--- src/hdl/irq_ctrl_params.svh ---
/*
  Offsets, field positions, reset values and vector figures of the
  prioritized interrupt controller.
  Assumes it is included by bare name from the design file.
*/
`ifndef IRQ_CTRL_PARAMS_SVH
`define IRQ_CTRL_PARAMS_SVH

// register offsets
`define OFS_EXT_PENDING   8'hA0
`define OFS_EDGE_SEL_LOW  8'hA4
`define OFS_EDGE_SEL_HIGH 8'hA5
`define OFS_ENABLE_A      8'hA8
`define OFS_ENABLE_B      8'hA9
`define OFS_ENABLE_C      8'hAA
`define OFS_ENABLE_D      8'hAB
`define OFS_LEVEL_LOW     8'hB8
`define OFS_LEVEL_HIGH    8'hF8

// reset values
`define RST_REG           8'h00

// implemented bits per register
`define MASK_EXT_PENDING  8'h3F
`define MASK_EDGE_LOW     8'hFF
`define MASK_EDGE_HIGH    8'h0F
`define MASK_ENABLE_A     8'hBF
`define MASK_ENABLE_B     8'h0D
`define MASK_ENABLE_C     8'h37
`define MASK_ENABLE_D     8'h18
`define MASK_LEVEL        8'h3F

// field positions
`define POS_GLOBAL_GATE   7

// edge select codes
`define EDGE_NONE         2'h0
`define EDGE_RISE         2'h1
`define EDGE_FALL         2'h2
`define EDGE_BOTH         2'h3

// vector figures
`define VEC_BASE          16'h0003
`define VEC_SHIFT         3

`endif

--- src/hdl/irq_ctrl_pkg.sv ---
/*
  Types of the prioritized interrupt controller.
  Assumes no other package; used by full scoped names only.
*/
package irq_ctrl_pkg;

    typedef struct packed {
        logic [7:0] addr;
        logic [7:0] wdata;
        logic       wr;
        logic       rd;
    } reg_bus_t;

    typedef struct packed {
        logic last_cycle;
        logic ack;
        logic reti;
    } cpu_ctl_t;

    typedef struct packed {
        logic        irq;
        logic [15:0] vector;
    } cpu_req_t;

    typedef struct packed {
        logic       found;
        logic [4:0] id;
        logic [1:0] level;
    } winner_t;

endpackage : irq_ctrl_pkg

--- src/hdl/prioritized_interrupt_controller.sv ---
/*
  Prioritized interrupt controller: 24 sources, six level groups,
  six edge-detected external pins, vector hand-over to the cpu core.
  Assumes a cpu core that marks the last cycle of each instruction,
  acknowledges in the first cycle of the next and signals return.
*/
// Our own choice: the address-and-strobe port.
// Operation
// - sample at last cycle, fix vector
// - top enable bit gates all sources
// - enable a bits 0-5 for pins
// - enable b: converter, line rx, tx
// - enable c: timers, siren, usart rx/tx
// - enable d: watchdog, interval timer
// - 24 sources in six groups of four
// - level from high and low bit
// - level registers clear on reset
// - equal level: lower number wins
// - selected edge sets pin pending flag
// - pending clears by zero write, ack
// - low edge select: pins 0-3 fields
// - codes none, rise, fall, both
// - high edge select: pins 4, 5
// - edge selects reset to none
// - deliver only gated and enabled; auto-clear
// - only strictly higher level preempts
// - vector is 3 plus 8 times number
module prioritized_interrupt_controller #(
    parameter int N_SRC = 24,
    parameter int N_EXT = 6
) (
    input  wire logic                     clk_i,
    input  wire logic                     rstn_i,
    input  wire irq_ctrl_pkg::reg_bus_t   bus_i,
    output      logic [7:0]               rdata_o,
    input  wire irq_ctrl_pkg::cpu_ctl_t   cpu_i,
    output      irq_ctrl_pkg::cpu_req_t   cpu_o,
    output      logic [4:0]               irq_id_o,
    input  wire logic [N_EXT-1:0]         ext_pin_i,
    input  wire logic [N_SRC-1:N_EXT]     periph_req_i
);
`include "irq_ctrl_params.svh"

    ////////////////////////////////////////////////////////////////////////////////
    // functions

    function automatic logic [2:0] group_of(input logic [4:0] k);
        group_of = 3'(k % 5'd6);
    endfunction : group_of

    function automatic logic [1:0] level_of(input logic [4:0] k,
                                            input logic [7:0] lo,
                                            input logic [7:0] hi);
        logic [2:0] g;
        g = group_of(k);
        level_of = {hi[g], lo[g]};
    endfunction : level_of

    function automatic logic [1:0] top_level(input logic [3:0] act);
        top_level = 2'd0;
        for (int i = 0; i < 4; i++)
        begin
            if (act[i])
            begin
                top_level = 2'(i);
            end
        end
    endfunction : top_level

    ////////////////////////////////////////////////////////////////////////////////
    // registers

    logic [7:0] source_enable_a;
    logic [7:0] source_enable_b;
    logic [7:0] source_enable_c;
    logic [7:0] source_enable_d;
    logic [7:0] group_level_low_bits;
    logic [7:0] group_level_high_bits;
    logic [7:0] pin_edge_select_low;
    logic [7:0] pin_edge_select_high;
    logic [N_SRC-1:0] req_flag;
    logic [3:0] in_service;
    logic [1:0] cur_level;
    logic [N_EXT-1:0] sync1;
    logic [N_EXT-1:0] sync2;
    logic [N_EXT-1:0] sync3;
    logic [N_EXT-1:0] pin_level;

    logic wr_hit;
    assign wr_hit = bus_i.wr;

    always_ff @(posedge clk_i or negedge rstn_i)
    begin
        if (!rstn_i)
        begin
            source_enable_a       <= `RST_REG;
            source_enable_b       <= `RST_REG;
            source_enable_c       <= `RST_REG;
            source_enable_d       <= `RST_REG;
            group_level_low_bits  <= `RST_REG;
            group_level_high_bits <= `RST_REG;
            pin_edge_select_low   <= `RST_REG;
            pin_edge_select_high  <= `RST_REG;
        end
        else if (wr_hit)
        begin
            if (bus_i.addr == `OFS_ENABLE_A)
            begin
                source_enable_a <= bus_i.wdata & `MASK_ENABLE_A;
            end
            else if (bus_i.addr == `OFS_ENABLE_B)
            begin
                source_enable_b <= bus_i.wdata & `MASK_ENABLE_B;
            end
            else if (bus_i.addr == `OFS_ENABLE_C)
            begin
                source_enable_c <= bus_i.wdata & `MASK_ENABLE_C;
            end
            else if (bus_i.addr == `OFS_ENABLE_D)
            begin
                source_enable_d <= bus_i.wdata & `MASK_ENABLE_D;
            end
            else if (bus_i.addr == `OFS_LEVEL_LOW)
            begin
                group_level_low_bits <= bus_i.wdata & `MASK_LEVEL;
            end
            else if (bus_i.addr == `OFS_LEVEL_HIGH)
            begin
                group_level_high_bits <= bus_i.wdata & `MASK_LEVEL;
            end
            else if (bus_i.addr == `OFS_EDGE_SEL_LOW)
            begin
                pin_edge_select_low <= bus_i.wdata & `MASK_EDGE_LOW;
            end
            else if (bus_i.addr == `OFS_EDGE_SEL_HIGH)
            begin
                pin_edge_select_high <= bus_i.wdata & `MASK_EDGE_HIGH;
            end
        end
    end

    ////////////////////////////////////////////////////////////////////////////////
    // register read, data in the cycle after the strobe only

    logic [7:0] next_rdata;

    always_comb
    begin
        next_rdata = 8'h00;
        if (bus_i.addr == `OFS_EXT_PENDING)
        begin
            next_rdata = {2'b00, req_flag[N_EXT-1:0]};
        end
        else if (bus_i.addr == `OFS_EDGE_SEL_LOW)
        begin
            next_rdata = pin_edge_select_low;
        end
        else if (bus_i.addr == `OFS_EDGE_SEL_HIGH)
        begin
            next_rdata = pin_edge_select_high;
        end
        else if (bus_i.addr == `OFS_ENABLE_A)
        begin
            next_rdata = source_enable_a;
        end
        else if (bus_i.addr == `OFS_ENABLE_B)
        begin
            next_rdata = source_enable_b;
        end
        else if (bus_i.addr == `OFS_ENABLE_C)
        begin
            next_rdata = source_enable_c;
        end
        else if (bus_i.addr == `OFS_ENABLE_D)
        begin
            next_rdata = source_enable_d;
        end
        else if (bus_i.addr == `OFS_LEVEL_LOW)
        begin
            next_rdata = group_level_low_bits;
        end
        else if (bus_i.addr == `OFS_LEVEL_HIGH)
        begin
            next_rdata = group_level_high_bits;
        end
    end

    always_ff @(posedge clk_i or negedge rstn_i)
    begin
        if (!rstn_i)
        begin
            rdata_o <= 8'h00;
        end
        else
        begin
            rdata_o <= bus_i.rd ? next_rdata : 8'h00;
        end
    end

    ////////////////////////////////////////////////////////////////////////////////
    // pin synchroniser and edge detect

    always_ff @(posedge clk_i or negedge rstn_i)
    begin
        if (!rstn_i)
        begin
            sync1     <= '0;
            sync2     <= '0;
            sync3     <= '0;
            pin_level <= '0;
        end
        else
        begin
            sync1 <= ext_pin_i;
            sync2 <= sync1;
            sync3 <= sync2;
            for (int n = 0; n < N_EXT; n++)
            begin
                if (sync2[n] == sync3[n])
                begin
                    pin_level[n] <= sync3[n];
                end
            end
        end
    end

    logic [11:0] edge_fields;
    logic [N_EXT-1:0] ext_set;

    assign edge_fields = {pin_edge_select_high[3:0], pin_edge_select_low};

    always_comb
    begin
        logic rise;
        logic fall;
        logic [1:0] sel;
        rise = 1'b0;
        fall = 1'b0;
        sel  = `EDGE_NONE;
        for (int n = 0; n < N_EXT; n++)
        begin
            sel  = edge_fields[2*n +: 2];
            rise = (sync2[n] == sync3[n]) && sync3[n] && !pin_level[n];
            fall = (sync2[n] == sync3[n]) && !sync3[n] && pin_level[n];
            ext_set[n] = ((sel == `EDGE_RISE) && rise) || ((sel == `EDGE_FALL) && fall)
                || ((sel == `EDGE_BOTH) && (rise || fall));
        end
    end

    ////////////////////////////////////////////////////////////////////////////////
    // request flags, set wins over clear

    logic [N_SRC-1:0] set_vec;
    logic [N_SRC-1:0] clr_vec;
    logic             ack_take;

    assign ack_take = cpu_i.ack && cpu_o.irq;
    assign set_vec  = {periph_req_i, ext_set};

    always_comb
    begin
        clr_vec = '0;
        if (wr_hit && (bus_i.addr == `OFS_EXT_PENDING))
        begin
            clr_vec[N_EXT-1:0] = ~bus_i.wdata[N_EXT-1:0];
        end
        if (ack_take)
        begin
            clr_vec[irq_id_o] = 1'b1;
        end
    end

    always_ff @(posedge clk_i or negedge rstn_i)
    begin
        if (!rstn_i)
        begin
            req_flag <= '0;
        end
        else
        begin
            req_flag <= (req_flag & ~clr_vec) | set_vec;
        end
    end

    ////////////////////////////////////////////////////////////////////////////////
    // selection

    logic [N_SRC-1:0]      enable_vec;
    logic [N_SRC-1:0]      eligible;
    irq_ctrl_pkg::winner_t win;

    assign enable_vec = {source_enable_d[5:0], source_enable_c[5:0],
                         source_enable_b[5:0], source_enable_a[5:0]};

    always_comb
    begin
        for (int k = 0; k < N_SRC; k++)
        begin
            eligible[k] = req_flag[k] && enable_vec[k]
                && source_enable_a[`POS_GLOBAL_GATE];
        end
    end

    always_comb
    begin
        logic [1:0] lv;
        lv  = 2'd0;
        win = '0;
        for (int k = N_SRC - 1; k >= 0; k--)
        begin
            lv = level_of(5'(k), group_level_low_bits, group_level_high_bits);
            if (eligible[k] && (!win.found || lv >= win.level))
            begin
                win.found = 1'b1;
                win.id    = 5'(k);
                win.level = lv;
            end
        end
    end

    logic preempt_ok;
    assign preempt_ok = (in_service == 4'h0) || (win.level > top_level(in_service));

    always_ff @(posedge clk_i or negedge rstn_i)
    begin
        if (!rstn_i)
        begin
            cpu_o     <= '0;
            irq_id_o  <= 5'd0;
            cur_level <= 2'd0;
        end
        else if (cpu_i.last_cycle)
        begin
            cpu_o.irq    <= win.found && preempt_ok;
            cpu_o.vector <= `VEC_BASE + (16'(win.id) << `VEC_SHIFT);
            irq_id_o     <= win.id;
            cur_level    <= win.level;
        end
        else if (ack_take)
        begin
            cpu_o.irq <= 1'b0;
        end
    end

    logic [3:0] next_in_service;

    always_comb
    begin
        next_in_service = in_service;
        if (cpu_i.reti)
        begin
            next_in_service[top_level(in_service)] = 1'b0;
        end
        if (ack_take)
        begin
            next_in_service[cur_level] = 1'b1;
        end
    end

    always_ff @(posedge clk_i or negedge rstn_i)
    begin
        if (!rstn_i)
        begin
            in_service <= 4'h0;
        end
        else
        begin
            in_service <= next_in_service;
        end
    end
endmodule : prioritized_interrupt_controller

--- config.mk ---
export PLATFORM = sky130hd
export DESIGN_NAME = prioritized_interrupt_controller
export DESIGN_NICKNAME = d
export VERILOG_FILES = /design/src/hdl/irq_ctrl_pkg.sv /design/src/hdl/prioritized_interrupt_controller.sv
export VERILOG_INCLUDE_DIRS = /design/src /design/src/hdl
export SDC_FILE = /design/constraint.sdc
export NUM_CORES = 1
export LEC_CHECK = 0
export BUFFER_PORTS_ARGS = -buffer_cell sky130_fd_sc_hd__buf_4
export CORE_UTILIZATION = 55
export CTS_BUF_LIST = sky130_fd_sc_hd__clkbuf_8
export DETAILED_ROUTE_END_ITERATION = 8
export PLACE_DENSITY = 0.79
export SLEW_MARGIN = 20
export SYNTH_ARGS = -nofsm -noshare
export SYNTH_HDL_FRONTEND = slang
export SYNTH_SLANG_ARGS = --single-unit
--- constraint.sdc ---
create_clock -name clk_i -period 17.64 [get_ports clk_i]
set_clock_uncertainty 0.1 [all_clocks]
set_input_delay 0.882 -clock clk_i [delete_from_list [all_inputs] [get_ports clk_i]]
set_output_delay 0.882 -clock clk_i [all_outputs]
set_load 0.02 [all_outputs]
# Word-level counts from Yosys, hierarchy flattened
# Cells that the tools add are included.
[totals] in_bits=47 output_inout_bits=30 register_bits=125
[classes] n_eq_ne=33 n_mux=42 order_cmp=22 add_sub_neg=1 reduce_logical=166 bitwise=15
[ops] operator="8-bit 2-to-1 mux" count=21
[ops] operator="1-bit logical AND" count=95
[ops] operator="8-bit == test, second input constant" count=9
[ops] operator="6-bit 2-to-1 mux" count=6
[ops] operator="1-bit logical OR" count=34
[ops] operator="2-bit greater-or-equal comparator" count=15
[ops] operator="1-bit zero test" count=27
[ops] operator="24-bit bitwise AND" count=1
[ops] operator="2-bit == test, second input constant" count=12
[ops] operator="24-bit 2-to-1 mux" count=1
[ops] operator="24-bit inverter" count=1
[ops] operator="24-bit OR" count=1
[ops] operator="6-bit by 24-bit OR with 24-bit output" count=1
[ops] operator="2-bit by 1-bit == test with 1-bit output, second input constant" count=6
[ops] operator="2-bit by 8-bit adder with 9-bit output, first input constant" count=1
[ops] operator="9-bit AND reduction" count=1
[ops] operator="4-bit 2-to-1 mux" count=2
[ops] operator="8-bit AND reduction" count=1
[ops] operator="1-bit inverter" count=7
[ops] operator="7-bit AND reduction" count=1
[ops] operator="1-bit == test" count=6
[ops] operator="2-bit by 3-bit < comparator with 1-bit output, second input constant" count=2
[ops] operator="5-bit by 6-bit < comparator with 1-bit output, second input constant" count=1
[ops] operator="1-bit 2-to-1 mux" count=6
[ops] operator="17 further kinds" count=21

# Depth between registers and ports, before layout
# Gate-level depths: netlist of run 1.
[logic_depth] ltp_word=67 ltp_mapped=104 ltp_nobuf=104

# Worst setup path before layout of run 1
# OpenSTA, ideal clock, no wires.
[synth_path] path_kind="register -> register" startpoint="reg source_enable_a[7]" endpoint="reg cpu_o[16] (netlist bit)" path_stages_with_launch=98 path_buffers=0 required_time_ns=17.410 synth_period_minus_slack_ns=19.071 arrival_time_ns=18.840 setup_slack_ns=-1.431 cell_sequence="dfrtp_1 clkinv_1 nor3_1 ha_1 nand2b_1 a211o_1 and2_1 o22ai_1 inv_1 ha_1 nand2b_1 o31ai_1 a21oi_1 a21o_1 nand2_1 o21ai_0 ha_1 nand2b_1 [... 62 more ...] a21o_1 mux2_2 ha_1 a311oi_1 a211o_1 and3_1 a31oi_2 ha_1 nand2b_1 a21oi_1 a21o_1 nor2_1 a21oi_1 ha_1 a21oi_1 a21oi_1 o211ai_1 o21ai_0"
[synth_rtl] item="start: declaration" line_no="prioritized_interrupt_controller.sv:73" source="logic [7:0] source_enable_a;"
[synth_rtl] item="start signal: assignment" line_no="prioritized_interrupt_controller.sv:96" source="source_enable_a <= `RST_REG;"
[synth_rtl] item="start signal: assignment" line_no="prioritized_interrupt_controller.sv:109" source="source_enable_a <= bus_i.wdata & `MASK_ENABLE_A;"
[synth_rtl] item="end: declaration" line_no="prioritized_interrupt_controller.sv:37" source="output irq_ctrl_pkg::cpu_req_t cpu_o,"

==> flow_summary.toml, run 1 <==
[placement]
hpwl_mm = 13.52
post-place-cells = 882
pre_cts_ws_ns = -1.036
io_buffers = 59
place_congestion = 0.9668

[worst_setup_path]
regToRegEndpoint = "cpu_o[16]"
crit_path_frequent_cell = "nand2b_4"
critPathLaunchType = "flop"
path_class = "flop to flop"
r2r_start = "source_enable_a[7]"
cp_max_fo = 4
path_delay_family = "compound AO/OA/AOI/OAI gates"
critPathCaptureType = "flop"
cpPeakStageDelay_ns = 0.41
cp.required_ns = 17.81
critPathSlowestCell = "dfrtp_2"
cp.arrival_ns = 18.65
critPathBufInv = 5
reg2reg_depth = 98
rrSetupSlack_ns = -0.85

[run_status]
status = "finished with violations"
failed_checks = "negative setup slack"

[synth]
avgSynthCellArea_um2 = 9.696
yosys.area.top_type_share = 0.4101
synthCells = 642
synth_area_leaders = "dfrtp_1, mux2_2, ha_1"
yosysMostFrequentCell = "dfrtp_1"
synth_cell_type_count = 76
synthArstFlopShare = 1.000
synth_common_cells = "dfrtp_1, nand2_1, o21ai_0, mux2_2, inv_1"
ys.flop_type = "dfrtp_1"
yosys_register_bits = 102
seq_area_frac_synth = 0.4101
yosys.area.top_type = "dfrtp_1"
synth-warning-count = 0
synth_area_mm2 = 0.006225
synth_edf_count = 0

[cts]
clockBufferDepth = 2
clkLatencyLatePin_ns = 0.37
clkTransAtPathRegs_ns = 0.11
cts_tree = "yes"
htreeDepth = 3
hold_buffers = 0
cts.sinks = 102
cts_buffers = 9
cts_root_buf = "clkbuf_8"

[floorplan]
row_count = 38
design.die.area_mm2 = 0.01175
initial_core_util = 0.5692
chipWidth_um = 108.4
core_area_mm2 = 0.01094
dieHeight_um = 108.4
ios = 77

[detailed_routing]
totalWireLength_mm = 18.70
drt_first_iter_violations = 567
drc = 0
top_layer = "met4"
wl_met1_mm = 7.507
routedWlPerCell_um = 20.06
via_count = 5782
met3_length_mm = 1.081
postRouteAntennaNets = 0
viasPerCell = 6.204
drtPass1Iterations = 5
wl_met2_mm = 9.345

[power]
power_density_mw_per_mm2 = 61.76
peakVddDrop_mv = 0.07651
leakagePower_uw = 0.003781

[min_path]
min_to = "sync2[3]"
whs_path_depth = 0
hp-class = "flop to flop"
holdCritStartpoint = "sync1[3]"

[timing]
clock.fmax_ghz = 0.05409
finalCriticalPeriod_ns = 18.49
slew_headroom = 0.3218
fin_setup_tns_ns = -4.586
worst-slew-pin-transition_ns = 1.017
hold_viol_final = 0
slew_viol_final = 0
worst_slack_ns = -0.8467
setup_viol = 8
rsz0062_at_grt = "yes"
fin_crit_sh = 1.048

[grt]
antenna_found_initial = 0
grt_overflow_total = 0
grt_first_pass_wirelength_mm = 29.48
grt_usage = 0.3309
grt_max_degree = 60
grt_pass1_vias = 5707

[cells_and_area]
drive_above_1_share = 0.3939
n_fill_cell = 770
num_antenna_cells = 0
final_cells = 932
area_growth_pct = 31.74
finalNetCount = 868

[job]
maxCapViolations = 0
-- cell families (layout without fill, tap and decap cells) --
group,Yosys count,in the layout,share of synthesized area
buffers and inverters,66,208,0.04904
AOI/OAI and AO/OA,175,175,0.2010
DFF,102,102,0.4101
other,1,9,0.0006024
and+or+nand+nor,209,209,0.1725
adders and majority gates,35,35,0.06995
muxes,54,54,0.09688
-- worst register-to-register path: cells and delay by family, from the launching register on --
family,cells,cell delay (ns)
muxes,7,2.33
buffers and inverters,5,0.36
and+or+nand+nor,29,3.51
DFF,1,0.41
AOI/OAI and AO/OA,40,7.19
adders and majority gates,17,4.51
-- placed cells by master (no fill, tap or decap), drive strengths merged, types with 4 or more instances in the layout --
cell type / count
mux2i: 13
a22oi: 5
clkinv: 4
buf: 155
o211ai: 8
or2: 4
ha: 34
o22ai: 5
dfrtp: 102
nor2b: 4
nand3: 22
a21boi: 5
a211oi: 6
nand2: 63
conb: 9
a21o: 9
inv: 38
o31ai: 8
and3: 15
o21ai: 42
nor2: 39
clkbuf: 9
nor4: 4
nand2b: 24
mux2: 41
a21oi: 30
nand3b: 5
nor3: 7
o221ai: 7
nand4: 5
a211o: 7
a31oi: 7
or3: 4
o2bb2ai: 4
-- worst max-delay path by stage --
stage	cells past startpoint	from	to
global route	100	source_enable_a[7]	cpu_o[16]
global placement	98	source_enable_a[7]	cpu_o[16]
floorplan	97	source_enable_d[4]	cpu_o[16]
detailed placement	98	source_enable_a[7]	cpu_o[16]
finish	98	source_enable_a[7]	cpu_o[16]
CTS	100	source_enable_a[7]	cpu_o[16]
-- layer usage --
metal | vias up | track usage
li1 | 2624 | -
met1 | 2877 | 0.4229
met2 | 226 | 0.5450
met3 | 55 | 0.04521
met4 | 0 | 0.1776
met5 | - | 0
-- through the flow --
step                      utilization  power (uW)  hold slack [ns]  instance area [um^2]
after floorplan                     -       316.4           0.2312                  6546
after global placement         0.6824       351.1           0.2377                  7462
after detailed placement       0.6824       355.6           0.2363                  7462
after CTS                      0.7317       500.7           0.2645                  8001
after global routing           0.7499       524.8           0.2661                  8200
final                          0.7499       506.5           0.2617                  8200
-- final cells by class --
type | count | area (um^2) | area share
clock inverter | 7 | 57.56 | 0.007019
inverter | 37 | 143.9 | 0.01755
clock buffer | 9 | 123.9 | 0.01511
tap | 140 | 175.2 | 0.02136
timing repair buffer | 155 | 1179 | 0.1437
multi-input combinational | 482 | 3968 | 0.4838
sequential | 102 | 2554 | 0.3114
-- flip-flops by register name, summed over array words and instances, names as in the netlist --
signal and count:
cpu_o 3, cur_level 2, group_level_high_bits 6, group_level_low_bits 6, in_service 4, irq_id_o 4
pin_edge_select_high 4, pin_edge_select_low 8, pin_level 6, rdata_o 8, req_flag 16, source_enable_a 7
source_enable_b 3, source_enable_c 5, source_enable_d 2, sync1 6, sync2 6, sync3 6
-- what timing repair did --
action	CTS	global route
setup buffers	27	7
setup endpoints to repair	8	8
gates cloned	0	0
pin swaps	66	31
resized for setup	33	29
-- power by group --
| part | switching [uW] | internal, uW |
|---|---|---|
| Combinational | 55.0 | 49.3 |
| Clock | 86.6 | 53.1 |
| Sequential | 15.8 | 247 |
| Total | 157 | 349 |
Power figures use the tool's default switching activity.
==> run 2, diff against run 1 <==
--- a/config.mk
+++ b/config.mk
@@ -6,12 +6,11 @@
 export SDC_FILE = /design/constraint.sdc
 export NUM_CORES = 1
 export LEC_CHECK = 0
-export BUFFER_PORTS_ARGS = -buffer_cell sky130_fd_sc_hd__buf_4
+export BUFFER_PORTS_ARGS = -buffer_cell sky130_fd_sc_hd__buf_2
 export CORE_UTILIZATION = 55
 export CTS_BUF_LIST = sky130_fd_sc_hd__clkbuf_8
 export DETAILED_ROUTE_END_ITERATION = 8
 export PLACE_DENSITY = 0.79
-export SLEW_MARGIN = 20
 export SYNTH_ARGS = -nofsm -noshare
 export SYNTH_HDL_FRONTEND = slang
 export SYNTH_SLANG_ARGS = --single-unit
==> flow_summary.toml, run 2 (synthesis gave the netlist of run 1 again) <==
[power]
leakagePower_uw = 0.003849
power_density_mw_per_mm2 = 62.56
peakVddDrop_mv = 0.07712
power_uw = 514.9

[cells_and_area]
n_fill_cell = 742
drive_above_1_share = 0.4081
largest_reg_flops = 16
largestRegisters = "req_flag x16, pin_edge_select_low x8, rdata_o x8"
final_cell_mix = "buf_4, dfrtp_1, buf_2, nand2_1"
area_growth_pct = 32.22
final_core_util = 0.7526
finalNetCount = 887
final_cells = 951
num_antenna_cells = 0
mostFrequentLayoutCell = "buf_4"
regMostFlops = "req_flag"

[timing]
fin_setup_tns_ns = -4.650
holdWs_ns = 0.2612
slew_viol_final = 0
worst-slew-pin-transition_ns = 1.067
hold_viol_final = 0
finalCriticalPeriod_ns = 18.52
setup_viol = 8
worst_slack_ns = -0.8836
fin_crit_sh = 1.050
slew_headroom = 0.2832
clock.fmax_ghz = 0.05399
rsz0062_at_grt = "yes"

[placement]
hpwl_mm = 13.25
post-place-cells = 881
io_buffers = 59
place_congestion = 0.9751

[cts]
cts_buffers = 9
cts.sinks = 102
cts_root_buf = "clkbuf_8"
clockBufferDepth = 2
cts_tree = "yes"
htreeDepth = 3
clkLatencyLatePin_ns = 0.38
clkTransAtPathRegs_ns = 0.11

[floorplan]
row_count = 38
ios = 77
initial_core_util = 0.5692
core_area_mm2 = 0.01094
chipWidth_um = 108.4
dieHeight_um = 108.4
design.die.area_mm2 = 0.01175

[worst_setup_path]
cp_max_fo = 4
critPathSlowestCell = "dfrtp_2"
cp.required_ns = 17.79
cp.arrival_ns = 18.68
rrSetupSlack_ns = -0.88
cpPeakStageDelay_ns = 0.43
critPathLaunchType = "flop"
path_class = "flop to flop"
crit_path_frequent_cell = "ha_4"
critPathCaptureType = "flop"

[grt]
grt_first_pass_wirelength_mm = 29.21
antenna_found_initial = 0
grt_usage = 0.3282
grt_overflow_total = 0
grt_pass1_vias = 5793
grt_max_degree = 61

[job]
maxCapViolations = 0

[detailed_routing]
drt_first_iter_violations = 453
drtPass1Iterations = 5
postRouteAntennaNets = 0
routedWlPerCell_um = 19.71
totalWireLength_mm = 18.74
drc = 0
viasPerCell = 6.272
via_count = 5965

[run_status]
failed_checks = "negative setup slack"
status = "finished with violations"

[min_path]
hp-class = "flop to flop"
[run 2: final cells by class]
cell class / instances / area [um^2] / share of cell area
clock buffers: 9 / 123.9 / 0.01505
clock inverters: 7 / 81.33 / 0.009881
inverters: 37 / 143.9 / 0.01748
multi-input cells: 482 / 3984 / 0.4840
flip-flops and latches: 102 / 2554 / 0.3103
well taps: 140 / 175.2 / 0.02128
repair buffers: 174 / 1169 / 0.1420
[run 2: routing by layer]
layer,global-route usage,vias up,share of wire
met5,0,-,0
met4,0.1950,0,0.061
met3,0.05063,85,0.061
met2,0.5405,299,0.48
met1,0.4089,2907,0.39
li1,-,2674,-
[run 2: report_power, final]
part	switching (uW)	internal (uW)	leakage (uW)	total (uW)
Clock	84.5	67.6	0.000106	152
Combinational	55.1	45.2	0.00250	100
Sequential	15.9	247	0.00124	263
Total	155	359	0.00385	515
[run 2: through the flow]
step,setup WS [ns],cell area [um^2]
after floorplan,-0.3588,6546
after global placement,-0.6462,7310
after detailed placement,-0.9950,7310
after CTS,-0.5395,7958
after global routing,-1.585,8230
final,-0.8836,8230
[run 2: worst paths after layout]
path / startpoint / depth (start not counted) / to
worst max-delay path: source_enable_a[7] / 97 / cpu_o[16]
worst min-delay path: sync1[2] / 0 / sync2[2]
worst max register to register: source_enable_a[7] / 97 / cpu_o[16]
worst min register to register: sync1[2] / 0 / sync2[2]
max in group asynchronous: rstn_i / 2 / sync2[4]
min in group asynchronous: rstn_i / 1 / sync1[2]
[run 2: what timing repair did]
action,4_1_cts,5_1_grt
gates resized for setup,26,34
gates cloned,0,0
pin swaps,62,47
setup endpoints to repair,8,8
buffers inserted,42,12
hold buffers,0,0
endpoints found under the hold margin,0,0
[run 2: critical path, delay by kind of cell (launching register included)]
kind | cells | cell delay, ns
muxes | 7 | 2.33
DFF | 1 | 0.43
buffers and inverters | 5 | 0.45
adders and majority gates | 17 | 4.25
and+or+nand+nor | 30 | 3.62
AOI/OAI and AO/OA | 38 | 7.19
==> run 3, diff against run 2 <==
==> constraint.sdc (replaced) <==
create_clock -name clk_i -period 15.7 [get_ports clk_i]
set_clock_uncertainty 0.1 [all_clocks]
set_input_delay 0.785 -clock clk_i [delete_from_list [all_inputs] [get_ports clk_i]]
set_output_delay 0.785 -clock clk_i [all_outputs]
set_load 0.02 [all_outputs]
==> flow_summary.toml, run 3 (synthesis gave the netlist of run 1 again) <==
[cts]
clockBufferDepth = 2
htreeDepth = 3
cts.sinks = 102
cts_tree = "yes"
clkLatencyLatePin_ns = 0.38
clkTransAtPathRegs_ns = 0.10
hold_buffers = 0
cts_root_buf = "clkbuf_8"
cts_buffers = 9

[power]
p_sw_frac = 0.2979
leakagePower_uw = 0.003833
p_comb_frac = 0.195
peakVddDrop_mv = 0.06902
power_uw = 568.9
clkPwrFrac = 0.289
p_sw_uw = 169.5
p_seq_frac = 0.516
internal_power_uw = 399.4
power_density_mw_per_mm2 = 69.86

[timing]
slew_headroom = 0.1989
worst_slack_ns = -2.511
clock.fmax_ghz = 0.05491
fin_setup_tns_ns = -18.01
holdWs_ns = 0.1801
slew_viol_final = 0
setup_viol = 8
fin_crit_sh = 1.160
hold_viol_final = 0
rsz0062_at_grt = "yes"
worst-slew-pin-transition_ns = 1.193
finalCriticalPeriod_ns = 18.21

[worst_setup_path]
cp.required_ns = 15.91
critPathSlowestCell = "o41a_1"
path_delay_family = "compound AO/OA/AOI/OAI gates"
critPathBufInv = 4
cp.arrival_ns = 18.42
critPathCaptureType = "flop"
critPathLaunchType = "flop"
cp_max_fo = 4
cpPeakStageDelay_ns = 0.41
path_class = "flop to flop"

[floorplan]
design.die.area_mm2 = 0.01175
chipWidth_um = 108.4
core_area_mm2 = 0.01094
dieHeight_um = 108.4
ios = 77
row_count = 38
initial_core_util = 0.5692

[placement]
placed_area_mm2 = 0.007448
io_buffers = 59
place_congestion = 0.9077
post-place-cells = 899
hpwl_mm = 13.74

[detailed_routing]
drtPass1Iterations = 8
totalWireLength_mm = 18.94
drt_first_iter_violations = 501
via_count = 5856
postRouteAntennaNets = 0
routedWlPerCell_um = 19.94
viasPerCell = 6.164
drc = 0

[cells_and_area]
drive_above_1_share = 0.3963
largest_reg_flops = 16
area_growth_pct = 30.83
final_cells = 950
regMostFlops = "req_flag"
final_cell_mix = "buf_4, dfrtp_1, buf_2, nand2_1, inv_1"
num_antenna_cells = 0
largestRegisters = "req_flag x16, pin_edge_select_low x8, rdata_o x8"
mostFrequentLayoutCell = "buf_4"
finalNetCount = 887
fin_area_mm2 = 0.008144

[grt]
antenna_found_initial = 0
grt_pass1_vias = 5964
grt_usage = 0.3398
grt_max_degree = 82
grt_overflow_total = 0
grt_first_pass_wirelength_mm = 30.24

[job]
maxCapViolations = 0

[run_status]
failed_checks = "negative setup slack"
status = "finished with violations"

[min_path]
hp-class = "input pin to async pin"
==> run 3: cell types whose count changed in the layout (fill, tap and decap cells not counted), sizes merged <==
cell | before | now
inv | 38 | 39
clkinvlp | 0 | 2
clkinv | 5 | 1
==> run 3: path summary, 6_finish.rpt <==
path	from	to	slack (ns)	cells past startpoint
setup / recovery	source_enable_d[4]	cpu_o[16]	-2.51	97
hold / removal	rstn_i	req_flag[3]	0.18	1
setup reg to reg	source_enable_d[4]	cpu_o[16]	-2.51	97
hold reg to reg	sync1[3]	sync2[3]	0.26	0
max in group asynchronous	rstn_i	source_enable_a[7]	14.00	2
min in group clk_i	sync1[3]	sync2[3]	0.26	0
==> run 3: area by class of cell <==
class	count	area, um^2
clock buffers	9	123.9
clock inverters	6	63.81
fillers	766	2791
inverters	37	143.9
multi-input cells	482	3908
flip-flops and latches	102	2554
well taps	140	175.2
repair buffers	174	1176
==> run 3: what timing repair did <==
item                                    in CTS  in global routing
endpoints found under the setup margin       8                  8
pin swaps                                   49                 28
setup buffers                               25                 12
gates resized for setup                     31                 20
hold endpoints to repair                     0                  0
==> run 3: metal layers <==
| metal | vias up | wire (um) | global-route usage |
|---|---|---|---|
| met3 | 64 | 1155 | 0.06329 |
| met1 | 2858 | 7539 | 0.4157 |
| met4 | 0 | 795 | 0.1496 |
| met5 | - | 0 | 0 |
| li1 | 2671 | - | - |
| met2 | 263 | 9450 | 0.5846 |
==> run 3: per-stage QoR <==
| step | setup slack, ns | utilization |
|---|---|---|
| floorplan | -2.287 | - |
| global placement | -2.275 | 0.6811 |
| detailed placement | -2.682 | 0.6811 |
| CTS | -2.284 | 0.7288 |
| global route | -3.268 | 0.7447 |
| finish | -2.511 | 0.7447 |
==> run 3: power groups by stage <==
stage	Combinational [uW]	Clock, uW	Sequential, uW
2_1_floorplan	61.7	0	294
3_3_place_gp	95.9	0	297
3_5_place_dp	99.8	0	298
4_1_cts	107	166	293
5_1_grt	120	176	296
6_report	111	164	294
